<file path="src/ascc_pkg.sv">
// package of register offsets, field positions and reset values for the scan and crossing block
// assumes an apb slave with 32-bit data and one aligned word per register
package ascc_pkg;
  // ************************************************************
  // register indexes (byte address is four times the index)
  // ************************************************************
  localparam logic [7:0] IDX_HOLDOFF = 8'h0f;
  localparam logic [7:0] IDX_SCAN_CONFIG = 8'h10;
  localparam logic [7:0] IDX_CHANNEL_PICK = 8'h11;
  localparam logic [7:0] IDX_SCAN_MASK = 8'h12;
  localparam logic [7:0] IDX_ALARM_MASK = 8'h14;
  localparam logic [7:0] IDX_ALARM_MAP = 8'h16;
  localparam logic [7:0] IDX_PIN_FUNCTION = 8'h05;
  localparam logic [7:0] IDX_IRQ_STATUS = 8'h20;
  localparam logic [7:0] IDX_IRQ_MASK = 8'h21;
  localparam logic [7:0] IDX_SCAN_STATE = 8'h22;
  localparam int ADDR_W = 10;
  // ************************************************************
  // field positions and widths
  // ************************************************************
  localparam int MULT_BIT = 7;
  localparam int HOLDOFF_W = 7;
  localparam int HOLDOFF_MULT_SHIFT = 3;
  localparam int CNT_W = 10;
  localparam int RUN_BIT = 4;
  localparam logic [7:0] SCAN_CONFIG_WMASK = 8'h13;
  localparam logic [7:0] ALARM_MAP_WMASK = 8'h03;
  localparam int CHAN_CODE_W = 4;
  localparam int NUM_CHAN = 8;
  // ************************************************************
  // reset values
  // ************************************************************
  localparam logic [7:0] RESET_BYTE = 8'h00;
  // ************************************************************
  // interrupt status bits
  // ************************************************************
  localparam int IRQ_CROSSING = 0;
  localparam int IRQ_SCAN_WRAP = 1;
  localparam int IRQ_BAD_CODE = 2;
  localparam int IRQ_W = 3;
  // ************************************************************
  // scan modes
  // ************************************************************
  typedef enum logic [1:0] {
    ASCC_MODE_MANUAL = 2'h0,
    ASCC_MODE_AUTO = 2'h1,
    ASCC_MODE_ON_THE_FLY = 2'h2,
    ASCC_MODE_RESERVED = 2'h3
  } ascc_mode_t;
endpackage : ascc_pkg

</file>
<file path="src/ascc_top.sv">
// register bank and control for channel scan, crossing hold-off and alarm masking
// assumes an apb master on core_clk and a converter reporting each finished conversion
//
// Register access over APB is this design's own decision.
`timescale 1ns/1ns
//Behaviour
// - multiplier bit scales hold-off count by eight
// - hold-off counts only crossing-channel conversions
// - hold-off counting starts at crossing detection
// - scan run converts enabled channels ascending
// - mode field: manual, auto, on-the-fly, reserved
// - reserved scan config bits read zero
// - upper channel code picks crossing input
// - digital crossing channel passes pin level
// - manual mode converts lower channel code
// - scan includes only channels with mask bit
// - alarm flags pass only with mask bit
// - pin-function zero analog, one digital
module ascc_top
  import ascc_pkg::*;
#(
  parameter int NCH = NUM_CHAN
)(
  input wire logic core_clk,
  input wire logic rst_n,
  input wire logic psel,
  input wire logic penable,
  input wire logic pwrite,
  input wire logic [ADDR_W-1:0] paddr,
  input wire logic [31:0] pwdata,
  output logic [31:0] prdata,
  output logic pready,
  output logic pslverr,
  input wire logic conv_done,
  input wire logic [CHAN_CODE_W-1:0] conv_channel,
  input wire logic [NCH-1:0] analog_crossing,
  input wire logic [NCH-1:0] pin_level,
  input wire logic [NCH-1:0] alarm_flags,
  input wire logic [CHAN_CODE_W-1:0] fly_channel_code,
  output logic [CHAN_CODE_W-1:0] next_channel,
  output logic scan_active,
  output logic zero_crossing_detect,
  output logic crossing_blanking,
  output logic alarm_out,
  output logic irq
);
  // ************************************************************
  // registers
  // ************************************************************
  logic [7:0] holdoff_reg, holdoff_next;
  logic [7:0] scan_config_reg, scan_config_next;
  logic [7:0] channel_pick_reg, channel_pick_next;
  logic [7:0] scan_mask_reg, scan_mask_next;
  logic [7:0] alarm_mask_reg, alarm_mask_next;
  logic [7:0] alarm_map_reg, alarm_map_next;
  logic [7:0] pin_function_reg, pin_function_next;
  logic [IRQ_W-1:0] irq_status_reg, irq_status_next;
  logic [IRQ_W-1:0] irq_mask_reg, irq_mask_next;
  logic [31:0] prdata_next;
  logic pready_next, pslverr_next;
  logic alarm_next, irq_next;
  logic crossing_src_next;
  logic crossing_src_reg;
  logic [CHAN_CODE_W-1:0] seq_channel;
  logic seq_active, seq_wrapped;
  logic hold_event, hold_blank;
  logic [7:0] widx;
  logic wr_en, rd_en, hit;
  logic [CHAN_CODE_W-1:0] cross_code;
  logic [IRQ_W-1:0] events;

  function automatic logic idx_known(input logic [7:0] idx);
    idx_known = (idx == IDX_HOLDOFF) || (idx == IDX_SCAN_CONFIG) ||
                (idx == IDX_CHANNEL_PICK) || (idx == IDX_SCAN_MASK) ||
                (idx == IDX_ALARM_MASK) || (idx == IDX_ALARM_MAP) ||
                (idx == IDX_PIN_FUNCTION) || (idx == IDX_IRQ_STATUS) ||
                (idx == IDX_IRQ_MASK) || (idx == IDX_SCAN_STATE);
  endfunction : idx_known

  // ************************************************************
  // sub-blocks
  // ************************************************************
  ascc_sequencer u_seq (
    .core_clk(core_clk),
    .rst_n(rst_n),
    .scan_mode_select(scan_config_reg[1:0]),
    .scan_run(scan_config_reg[RUN_BIT]),
    .scan_channel_bits(scan_mask_reg),
    .host_channel_code(channel_pick_reg[3:0]),
    .fly_channel_code(fly_channel_code),
    .conv_done(conv_done),
    .next_channel(seq_channel),
    .scan_active(seq_active),
    .wrapped(seq_wrapped)
  );

  ascc_holdoff u_hold (
    .core_clk(core_clk),
    .rst_n(rst_n),
    .holdoff_cfg(holdoff_reg),
    .crossing_channel_code(cross_code),
    .conv_done(conv_done),
    .conv_channel(conv_channel),
    .raw_crossing(crossing_src_reg),
    .crossing_event(hold_event),
    .blanking(hold_blank)
  );

  assign cross_code = channel_pick_reg[7:4];
  assign widx = paddr[ADDR_W-1:2];
  assign wr_en = psel && penable && pwrite;
  assign rd_en = psel && !penable && !pwrite;
  assign hit = idx_known(widx) && (paddr[1:0] == 2'h0);
  assign events = {(cross_code >= CHAN_CODE_W'(NCH)), seq_wrapped, hold_event};

  // ************************************************************
  // next-state logic
  // ************************************************************
  always_comb begin
    holdoff_next = holdoff_reg;
    scan_config_next = scan_config_reg;
    channel_pick_next = channel_pick_reg;
    scan_mask_next = scan_mask_reg;
    alarm_mask_next = alarm_mask_reg;
    alarm_map_next = alarm_map_reg;
    pin_function_next = pin_function_reg;
    irq_mask_next = irq_mask_reg;
    irq_status_next = irq_status_reg;
    prdata_next = '0;
    pready_next = 1'b0;
    pslverr_next = 1'b0;
    if (psel && !penable) begin
      pready_next = 1'b1;
      pslverr_next = !hit;
    end
    if (wr_en && pready && hit) begin
      if (widx == IDX_HOLDOFF) begin
        holdoff_next = pwdata[7:0];
      end else if (widx == IDX_SCAN_CONFIG) begin
        scan_config_next = pwdata[7:0] & SCAN_CONFIG_WMASK;
      end else if (widx == IDX_CHANNEL_PICK) begin
        channel_pick_next = pwdata[7:0];
      end else if (widx == IDX_SCAN_MASK) begin
        scan_mask_next = pwdata[7:0];
      end else if (widx == IDX_ALARM_MASK) begin
        alarm_mask_next = pwdata[7:0];
      end else if (widx == IDX_ALARM_MAP) begin
        alarm_map_next = pwdata[7:0] & ALARM_MAP_WMASK;
      end else if (widx == IDX_PIN_FUNCTION) begin
        pin_function_next = pwdata[7:0];
      end else if (widx == IDX_IRQ_STATUS) begin
        irq_status_next = irq_status_reg & ~pwdata[IRQ_W-1:0];
      end else if (widx == IDX_IRQ_MASK) begin
        irq_mask_next = pwdata[IRQ_W-1:0];
      end
    end
    irq_status_next = irq_status_next | events;
    if (rd_en && hit) begin
      if (widx == IDX_HOLDOFF) begin
        prdata_next = {24'h0, holdoff_reg};
      end else if (widx == IDX_SCAN_CONFIG) begin
        prdata_next = {24'h0, scan_config_reg & SCAN_CONFIG_WMASK};
      end else if (widx == IDX_CHANNEL_PICK) begin
        prdata_next = {24'h0, channel_pick_reg};
      end else if (widx == IDX_SCAN_MASK) begin
        prdata_next = {24'h0, scan_mask_reg};
      end else if (widx == IDX_ALARM_MASK) begin
        prdata_next = {24'h0, alarm_mask_reg};
      end else if (widx == IDX_ALARM_MAP) begin
        prdata_next = {24'h0, alarm_map_reg};
      end else if (widx == IDX_PIN_FUNCTION) begin
        prdata_next = {24'h0, pin_function_reg};
      end else if (widx == IDX_IRQ_STATUS) begin
        prdata_next = {29'h0, irq_status_reg};
      end else if (widx == IDX_IRQ_MASK) begin
        prdata_next = {29'h0, irq_mask_reg};
      end else begin
        prdata_next = {26'h0, hold_blank, seq_active, seq_channel};
      end
    end
    if (cross_code >= CHAN_CODE_W'(NCH)) begin
      crossing_src_next = 1'b0;
    end else if (pin_function_reg[cross_code[2:0]]) begin
      crossing_src_next = pin_level[cross_code[2:0]];
    end else begin
      crossing_src_next = analog_crossing[cross_code[2:0]];
    end
    alarm_next = |(alarm_flags & alarm_mask_reg[NCH-1:0]);
    irq_next = |(irq_status_reg & irq_mask_reg);
  end

  // ************************************************************
  // state registers
  // ************************************************************
  always_ff @(posedge core_clk or negedge rst_n) begin
    if (!rst_n) begin
      holdoff_reg <= RESET_BYTE;
      scan_config_reg <= RESET_BYTE;
      channel_pick_reg <= RESET_BYTE;
      scan_mask_reg <= RESET_BYTE;
      alarm_mask_reg <= RESET_BYTE;
      alarm_map_reg <= RESET_BYTE;
      pin_function_reg <= RESET_BYTE;
      irq_status_reg <= '0;
      irq_mask_reg <= '0;
      prdata <= '0;
      pready <= 1'b0;
      pslverr <= 1'b0;
      next_channel <= '0;
      scan_active <= 1'b0;
      zero_crossing_detect <= 1'b0;
      crossing_blanking <= 1'b0;
      crossing_src_reg <= 1'b0;
      alarm_out <= 1'b0;
      irq <= 1'b0;
    end else begin
      holdoff_reg <= holdoff_next;
      scan_config_reg <= scan_config_next;
      channel_pick_reg <= channel_pick_next;
      scan_mask_reg <= scan_mask_next;
      alarm_mask_reg <= alarm_mask_next;
      alarm_map_reg <= alarm_map_next;
      pin_function_reg <= pin_function_next;
      irq_status_reg <= irq_status_next;
      irq_mask_reg <= irq_mask_next;
      prdata <= prdata_next;
      pready <= pready_next;
      pslverr <= pslverr_next;
      next_channel <= seq_channel;
      scan_active <= seq_active;
      zero_crossing_detect <= hold_event;
      crossing_blanking <= hold_blank;
      crossing_src_reg <= crossing_src_next;
      alarm_out <= alarm_next;
      irq <= irq_next;
    end
  end
endmodule : ascc_top

</file>
<file path="src/ascc_holdoff.sv">
// hold-off counter that blanks crossing events for a number of conversions
// assumes conv_done pulses once per conversion with conv_channel valid
`timescale 1ns/1ns
module ascc_holdoff
  import ascc_pkg::*;
(
  input wire logic core_clk,
  input wire logic rst_n,
  input wire logic [7:0] holdoff_cfg,
  input wire logic [CHAN_CODE_W-1:0] crossing_channel_code,
  input wire logic conv_done,
  input wire logic [CHAN_CODE_W-1:0] conv_channel,
  input wire logic raw_crossing,
  output logic crossing_event,
  output logic blanking
);
  logic [CNT_W-1:0] count_reg;
  logic [CNT_W-1:0] count_next;
  logic [CNT_W-1:0] load_value;
  logic crossing_event_next;
  logic on_chan;

  always_comb begin
    if (holdoff_cfg[MULT_BIT]) begin
      load_value = CNT_W'({holdoff_cfg[HOLDOFF_W-1:0], 3'h0});
    end else begin
      load_value = CNT_W'(holdoff_cfg[HOLDOFF_W-1:0]);
    end
    on_chan = conv_done && (conv_channel == crossing_channel_code);
    count_next = count_reg;
    crossing_event_next = 1'b0;
    if (on_chan) begin
      if (count_reg != '0) begin
        count_next = count_reg - CNT_W'(1);
      end else if (raw_crossing) begin
        crossing_event_next = 1'b1;
        count_next = load_value;
      end
    end
  end

  always_ff @(posedge core_clk or negedge rst_n) begin
    if (!rst_n) begin
      count_reg <= '0;
      crossing_event <= 1'b0;
    end else begin
      count_reg <= count_next;
      crossing_event <= crossing_event_next;
    end
  end

  assign blanking = (count_reg != '0);
endmodule : ascc_holdoff

</file>
<file path="src/ascc_sequencer.sv">
// channel sequencer picking the next conversion channel by scan mode
// assumes conv_done pulses when the converter finishes the current channel
`timescale 1ns/1ns
module ascc_sequencer
  import ascc_pkg::*;
(
  input wire logic core_clk,
  input wire logic rst_n,
  input wire logic [1:0] scan_mode_select,
  input wire logic scan_run,
  input wire logic [NUM_CHAN-1:0] scan_channel_bits,
  input wire logic [CHAN_CODE_W-1:0] host_channel_code,
  input wire logic [CHAN_CODE_W-1:0] fly_channel_code,
  input wire logic conv_done,
  output logic [CHAN_CODE_W-1:0] next_channel,
  output logic scan_active,
  output logic wrapped
);
  logic [CHAN_CODE_W-1:0] ptr_reg;
  logic [CHAN_CODE_W-1:0] ptr_next;
  logic wrap_next;
  logic found_up;
  logic [CHAN_CODE_W-1:0] up_ch;
  logic [CHAN_CODE_W-1:0] low_ch;

  always_comb begin
    found_up = 1'b0;
    up_ch = '0;
    low_ch = '0;
    for (int i = NUM_CHAN - 1; i >= 0; i--) begin
      if (scan_channel_bits[i]) begin
        low_ch = CHAN_CODE_W'(i);
      end
      if (scan_channel_bits[i] && (CHAN_CODE_W'(i) > ptr_reg)) begin
        found_up = 1'b1;
        up_ch = CHAN_CODE_W'(i);
      end
    end
    scan_active = (scan_mode_select == ASCC_MODE_AUTO) && scan_run && (scan_channel_bits != '0);
    ptr_next = ptr_reg;
    wrap_next = 1'b0;
    if (!scan_active) begin
      ptr_next = low_ch;
    end else if (!scan_channel_bits[ptr_reg[2:0]] || ptr_reg >= CHAN_CODE_W'(NUM_CHAN)) begin
      ptr_next = found_up ? up_ch : low_ch;
    end else if (conv_done) begin
      ptr_next = found_up ? up_ch : low_ch;
      wrap_next = !found_up;
    end
    case (scan_mode_select)
      ASCC_MODE_MANUAL: next_channel = host_channel_code;
      ASCC_MODE_AUTO: next_channel = ptr_reg;
      ASCC_MODE_ON_THE_FLY: next_channel = fly_channel_code;
      default: next_channel = host_channel_code;
    endcase
  end

  always_ff @(posedge core_clk or negedge rst_n) begin
    if (!rst_n) begin
      ptr_reg <= '0;
      wrapped <= 1'b0;
    end else begin
      ptr_reg <= ptr_next;
      wrapped <= wrap_next;
    end
  end
endmodule : ascc_sequencer

</file>
<file path="config.mk">
export PLATFORM = sky130hd
export DESIGN_NAME = ascc_top
export DESIGN_NICKNAME = d
export VERILOG_FILES = /design/src/ascc_pkg.sv /design/src/ascc_top.sv /design/src/ascc_holdoff.sv /design/src/ascc_sequencer.sv
export SDC_FILE = /design/constraint.sdc
export NUM_CORES = 1
export LEC_CHECK = 0
export ABC_CLOCK_PERIOD_IN_PS = 6250
export BUFFER_PORTS_ARGS = -buffer_cell sky130_fd_sc_hd__buf_2
export CAP_MARGIN = 0
export CELL_PAD_IN_SITES_DETAIL_PLACEMENT = 1
export CELL_PAD_IN_SITES_GLOBAL_PLACEMENT = 2
export CORE_MARGIN = 2
export CORE_UTILIZATION = 34
export DETAILED_ROUTE_END_ITERATION = 7
export GPL_TIMING_DRIVEN = 0
export PLACE_DENSITY_LB_ADDON = 0.05
export REMOVE_ABC_BUFFERS = 1
export SYNTH_ARGS = -nofsm -noshare
export SYNTH_HDL_FRONTEND = slang
export SYNTH_SLANG_ARGS = --single-unit
export TNS_END_PERCENT = 30
</file>
<file path="constraint.sdc">
create_clock -name core_clk -period 6.25 [get_ports core_clk]
set_input_delay 0.3125 -clock core_clk [delete_from_list [all_inputs] [get_ports core_clk]]
set_output_delay 0.3125 -clock core_clk [all_outputs]
set_load 0.005 [all_outputs]
</file>
==> metrics.csv <==
metric,value,unit
post-place-ws,3513,ps
end_kind,register,
post_dp_cell_area,5448,sq um
power_frac_comb,15.9,%
layout-drive-gt1-share,21.91,%
grt_overflow,0,
track_usage,21.22,%
diodes,0,
final_cell_area,5768,sq um
dieArea,15700,sq um
ant_nets,0,
viasPerCell,5.455,
synth.most_common_cell,dfrtp_1,
power.leakage,2.670,nW
tns,0,ps
drtIter0Drc,180,
p_switching,403.1,uW
firstDrtPassIters,4,
slowest_stage,nor4_1,
yosysWarnings,0,
period_needed,2463,ps
ys_seq_area_share,43.02,%
startpoint_type,register,
worstReg2RegEnd,u_hold.count_reg[8],
irDropWorstVdd,0.1169,mV
rsz0062_at_grt,false,
synth_area_leader_cell,dfrtp_1,
swShare,28.55,%
setup_ws,3787,ps
holdPathEnd,pready,
min_path_cells,2,
root_buffer,clkbuf_16,
worstMarginPinSlew,848.5,ps
initial_utilization,34.55,%
crit_fanout,10,
layout.cells.non_filler,759,
wl_per_cell,21.01,um
r2r_slack,3790,ps
io_pins,123,
cts.clk_slew.worst_paths,70,ps
ys_types,62,
die_y,125.3,um
relSlewSlack,42.64,%
route.detailed.drc,0,
power_frac_clock,39.8,%
ctsHoldBuffers,1,
antenna_found_initial,0,
p_seq_share,44.3,%
nets,653,
p_total,1.412,mW
cts_htree_levels,3,
final_max_slew_viol_count,0,
place.gp.congestion,0.8041,
post-route-period-util,39.41,%
clock_latency,360,ps
fmax,0.4060,GHz
synth_area_per_cell,9.847,sq um
p_int,1.009,mW
synth_edf_count,0,
async_flop_share,100.0,%
required,6490,ps
hold_violations,0,
hold_ws,151.7,ps
ys.flop_type,dfrtp_1,
grt_max_degree,45,
fin_skew,9.435,ps
power_density,244.7,nW/um^2
synth_area_leaders,"dfrtp_1, mux2_1, mux2_2, buf_4, nand2_1",
largest_reg_flops,10,
io_buffer_count,74,
cpPeakStageDelay,480,ps
crit_chain,nor4_1 -> and3_1 -> inv_2 -> o21ai_1 -> nor3_1 -> mux2_1,
min-delay-start,penable,
die_w,125.3,um
syn_inst,508,
fin_util,39.84,%
crit_type,reg2reg,
area_growth,15.31,%
cp.arrival,2710,ps
syn_area,5002,sq um
critPathBufInv,1,
yosysTopAreaCellShare,43.02,%
coreArea,14480,sq um
rows,44,
numPlacedInstances,742,
clk_path_buf_depth,2,
grt_first_pass_wirelength,25.71,mm
min_path_type,in2reg,
status,"complete, no violations",
clkSinkCount,86,
ys_seq_elements,86,
cts_tree,done,
postRouteWirelength,15.95,mm
setup_viol_count_final,0,
critPathTopFamily,simple AND/OR/NAND/NOR gates,
vias,4140,
synth_commonest_cells,"dfrtp_1, nand2_1, a21oi_1, o21ai_0, mux2_1",
numCtsBuffers,9,
rr_startpoint,u_hold.count_reg[3],
postCtsSetupBuffers,0,
r2r_cells,6,
maxCapViolCount,0,
dp_hpwl,12.07,mm
grt_pass1_vias,4358,
cts_resized,0,
==> placed cells by master, fill, tap and decap left out, types with 4 or more instances in the layout <==
cell	netlist	routed
dfrtp_1	86	86
buf_2	3	73
nand2_1	42	42
o21ai_0	31	31
a21oi_1	31	31
mux2_1	28	28
nor2_1	27	27
conb_1	1	24
mux2_2	20	20
a22oi_1	17	17
mux2i_1	14	14
nor2b_1	13	13
inv_1	10	10
nand3_1	10	10
a211oi_1	10	10
nor3_1	9	9
o21ai_1	9	9
clkbuf_16	0	9
nor4_1	7	7
and3_1	7	7
o2bb2ai_1	6	6
nand2b_1	5	5
nand4_1	5	5
a31oi_1	4	4
nand3b_1	4	4
or3_1	4	4
a22o_1	4	4
==> layer usage <==
metal	share of wire, %	vias to the layer above	global-route usage [%]
li1	-	1957	-
met1	47	2084	29.67
met2	48	87	34.21
met3	3.3	12	3.038
met4	1.4	0	6.536
met5	0	-	0
==> cell families after synthesis <==
kind of cell    count (synthesis)  synth area share, %
compound gates                138                17.88
mux                            65                14.96
other cells                     1              0.07497
fa+ha+maj                       3               0.7505
flops                          86                43.02
simple gates                  150                15.91
xor+xnor                        5               0.8756
buf+inv                        60                6.528
==> worst max-delay path by stage <==
stage / start / end / cells after the start
2_1_floorplan: paddr[7] / alarm_mask_reg[1] / 4
3_3_place_gp: paddr[7] / prdata[0] / 7
3_5_place_dp: paddr[4] / pin_function_reg[6] / 5
4_1_cts: u_hold.count_reg[3] / u_hold.count_reg[8] / 6
5_1_grt: u_hold.count_reg[3] / u_hold.count_reg[8] / 6
6_report: u_hold.count_reg[3] / u_hold.count_reg[8] / 6
==> power groups by stage <==
stage          Sequential, mW  Combinational (mW)  Clock, mW
2_1_floorplan           0.625               0.135          0
5_1_grt                 0.631               0.258      0.602
6_report                0.626               0.224      0.562
4_1_cts                 0.626               0.227      0.579
3_5_place_dp            0.636               0.225          0
3_3_place_gp            0.634               0.217          0
==> area by class of cell <==
| cell class | instances | area, sq um |
|---|---|---|
| clock buffers | 11 | 252.7 |
| clock inverters | 5 | 57.56 |
| fillers | 1668 | 8711 |
| inverters | 11 | 41.29 |
| multi-input cells | 385 | 2616 |
| flip-flops and latches | 86 | 2152 |
| well taps | 184 | 230.2 |
| repair buffers | 77 | 417.9 |
(Power assumes the default switching activity.)
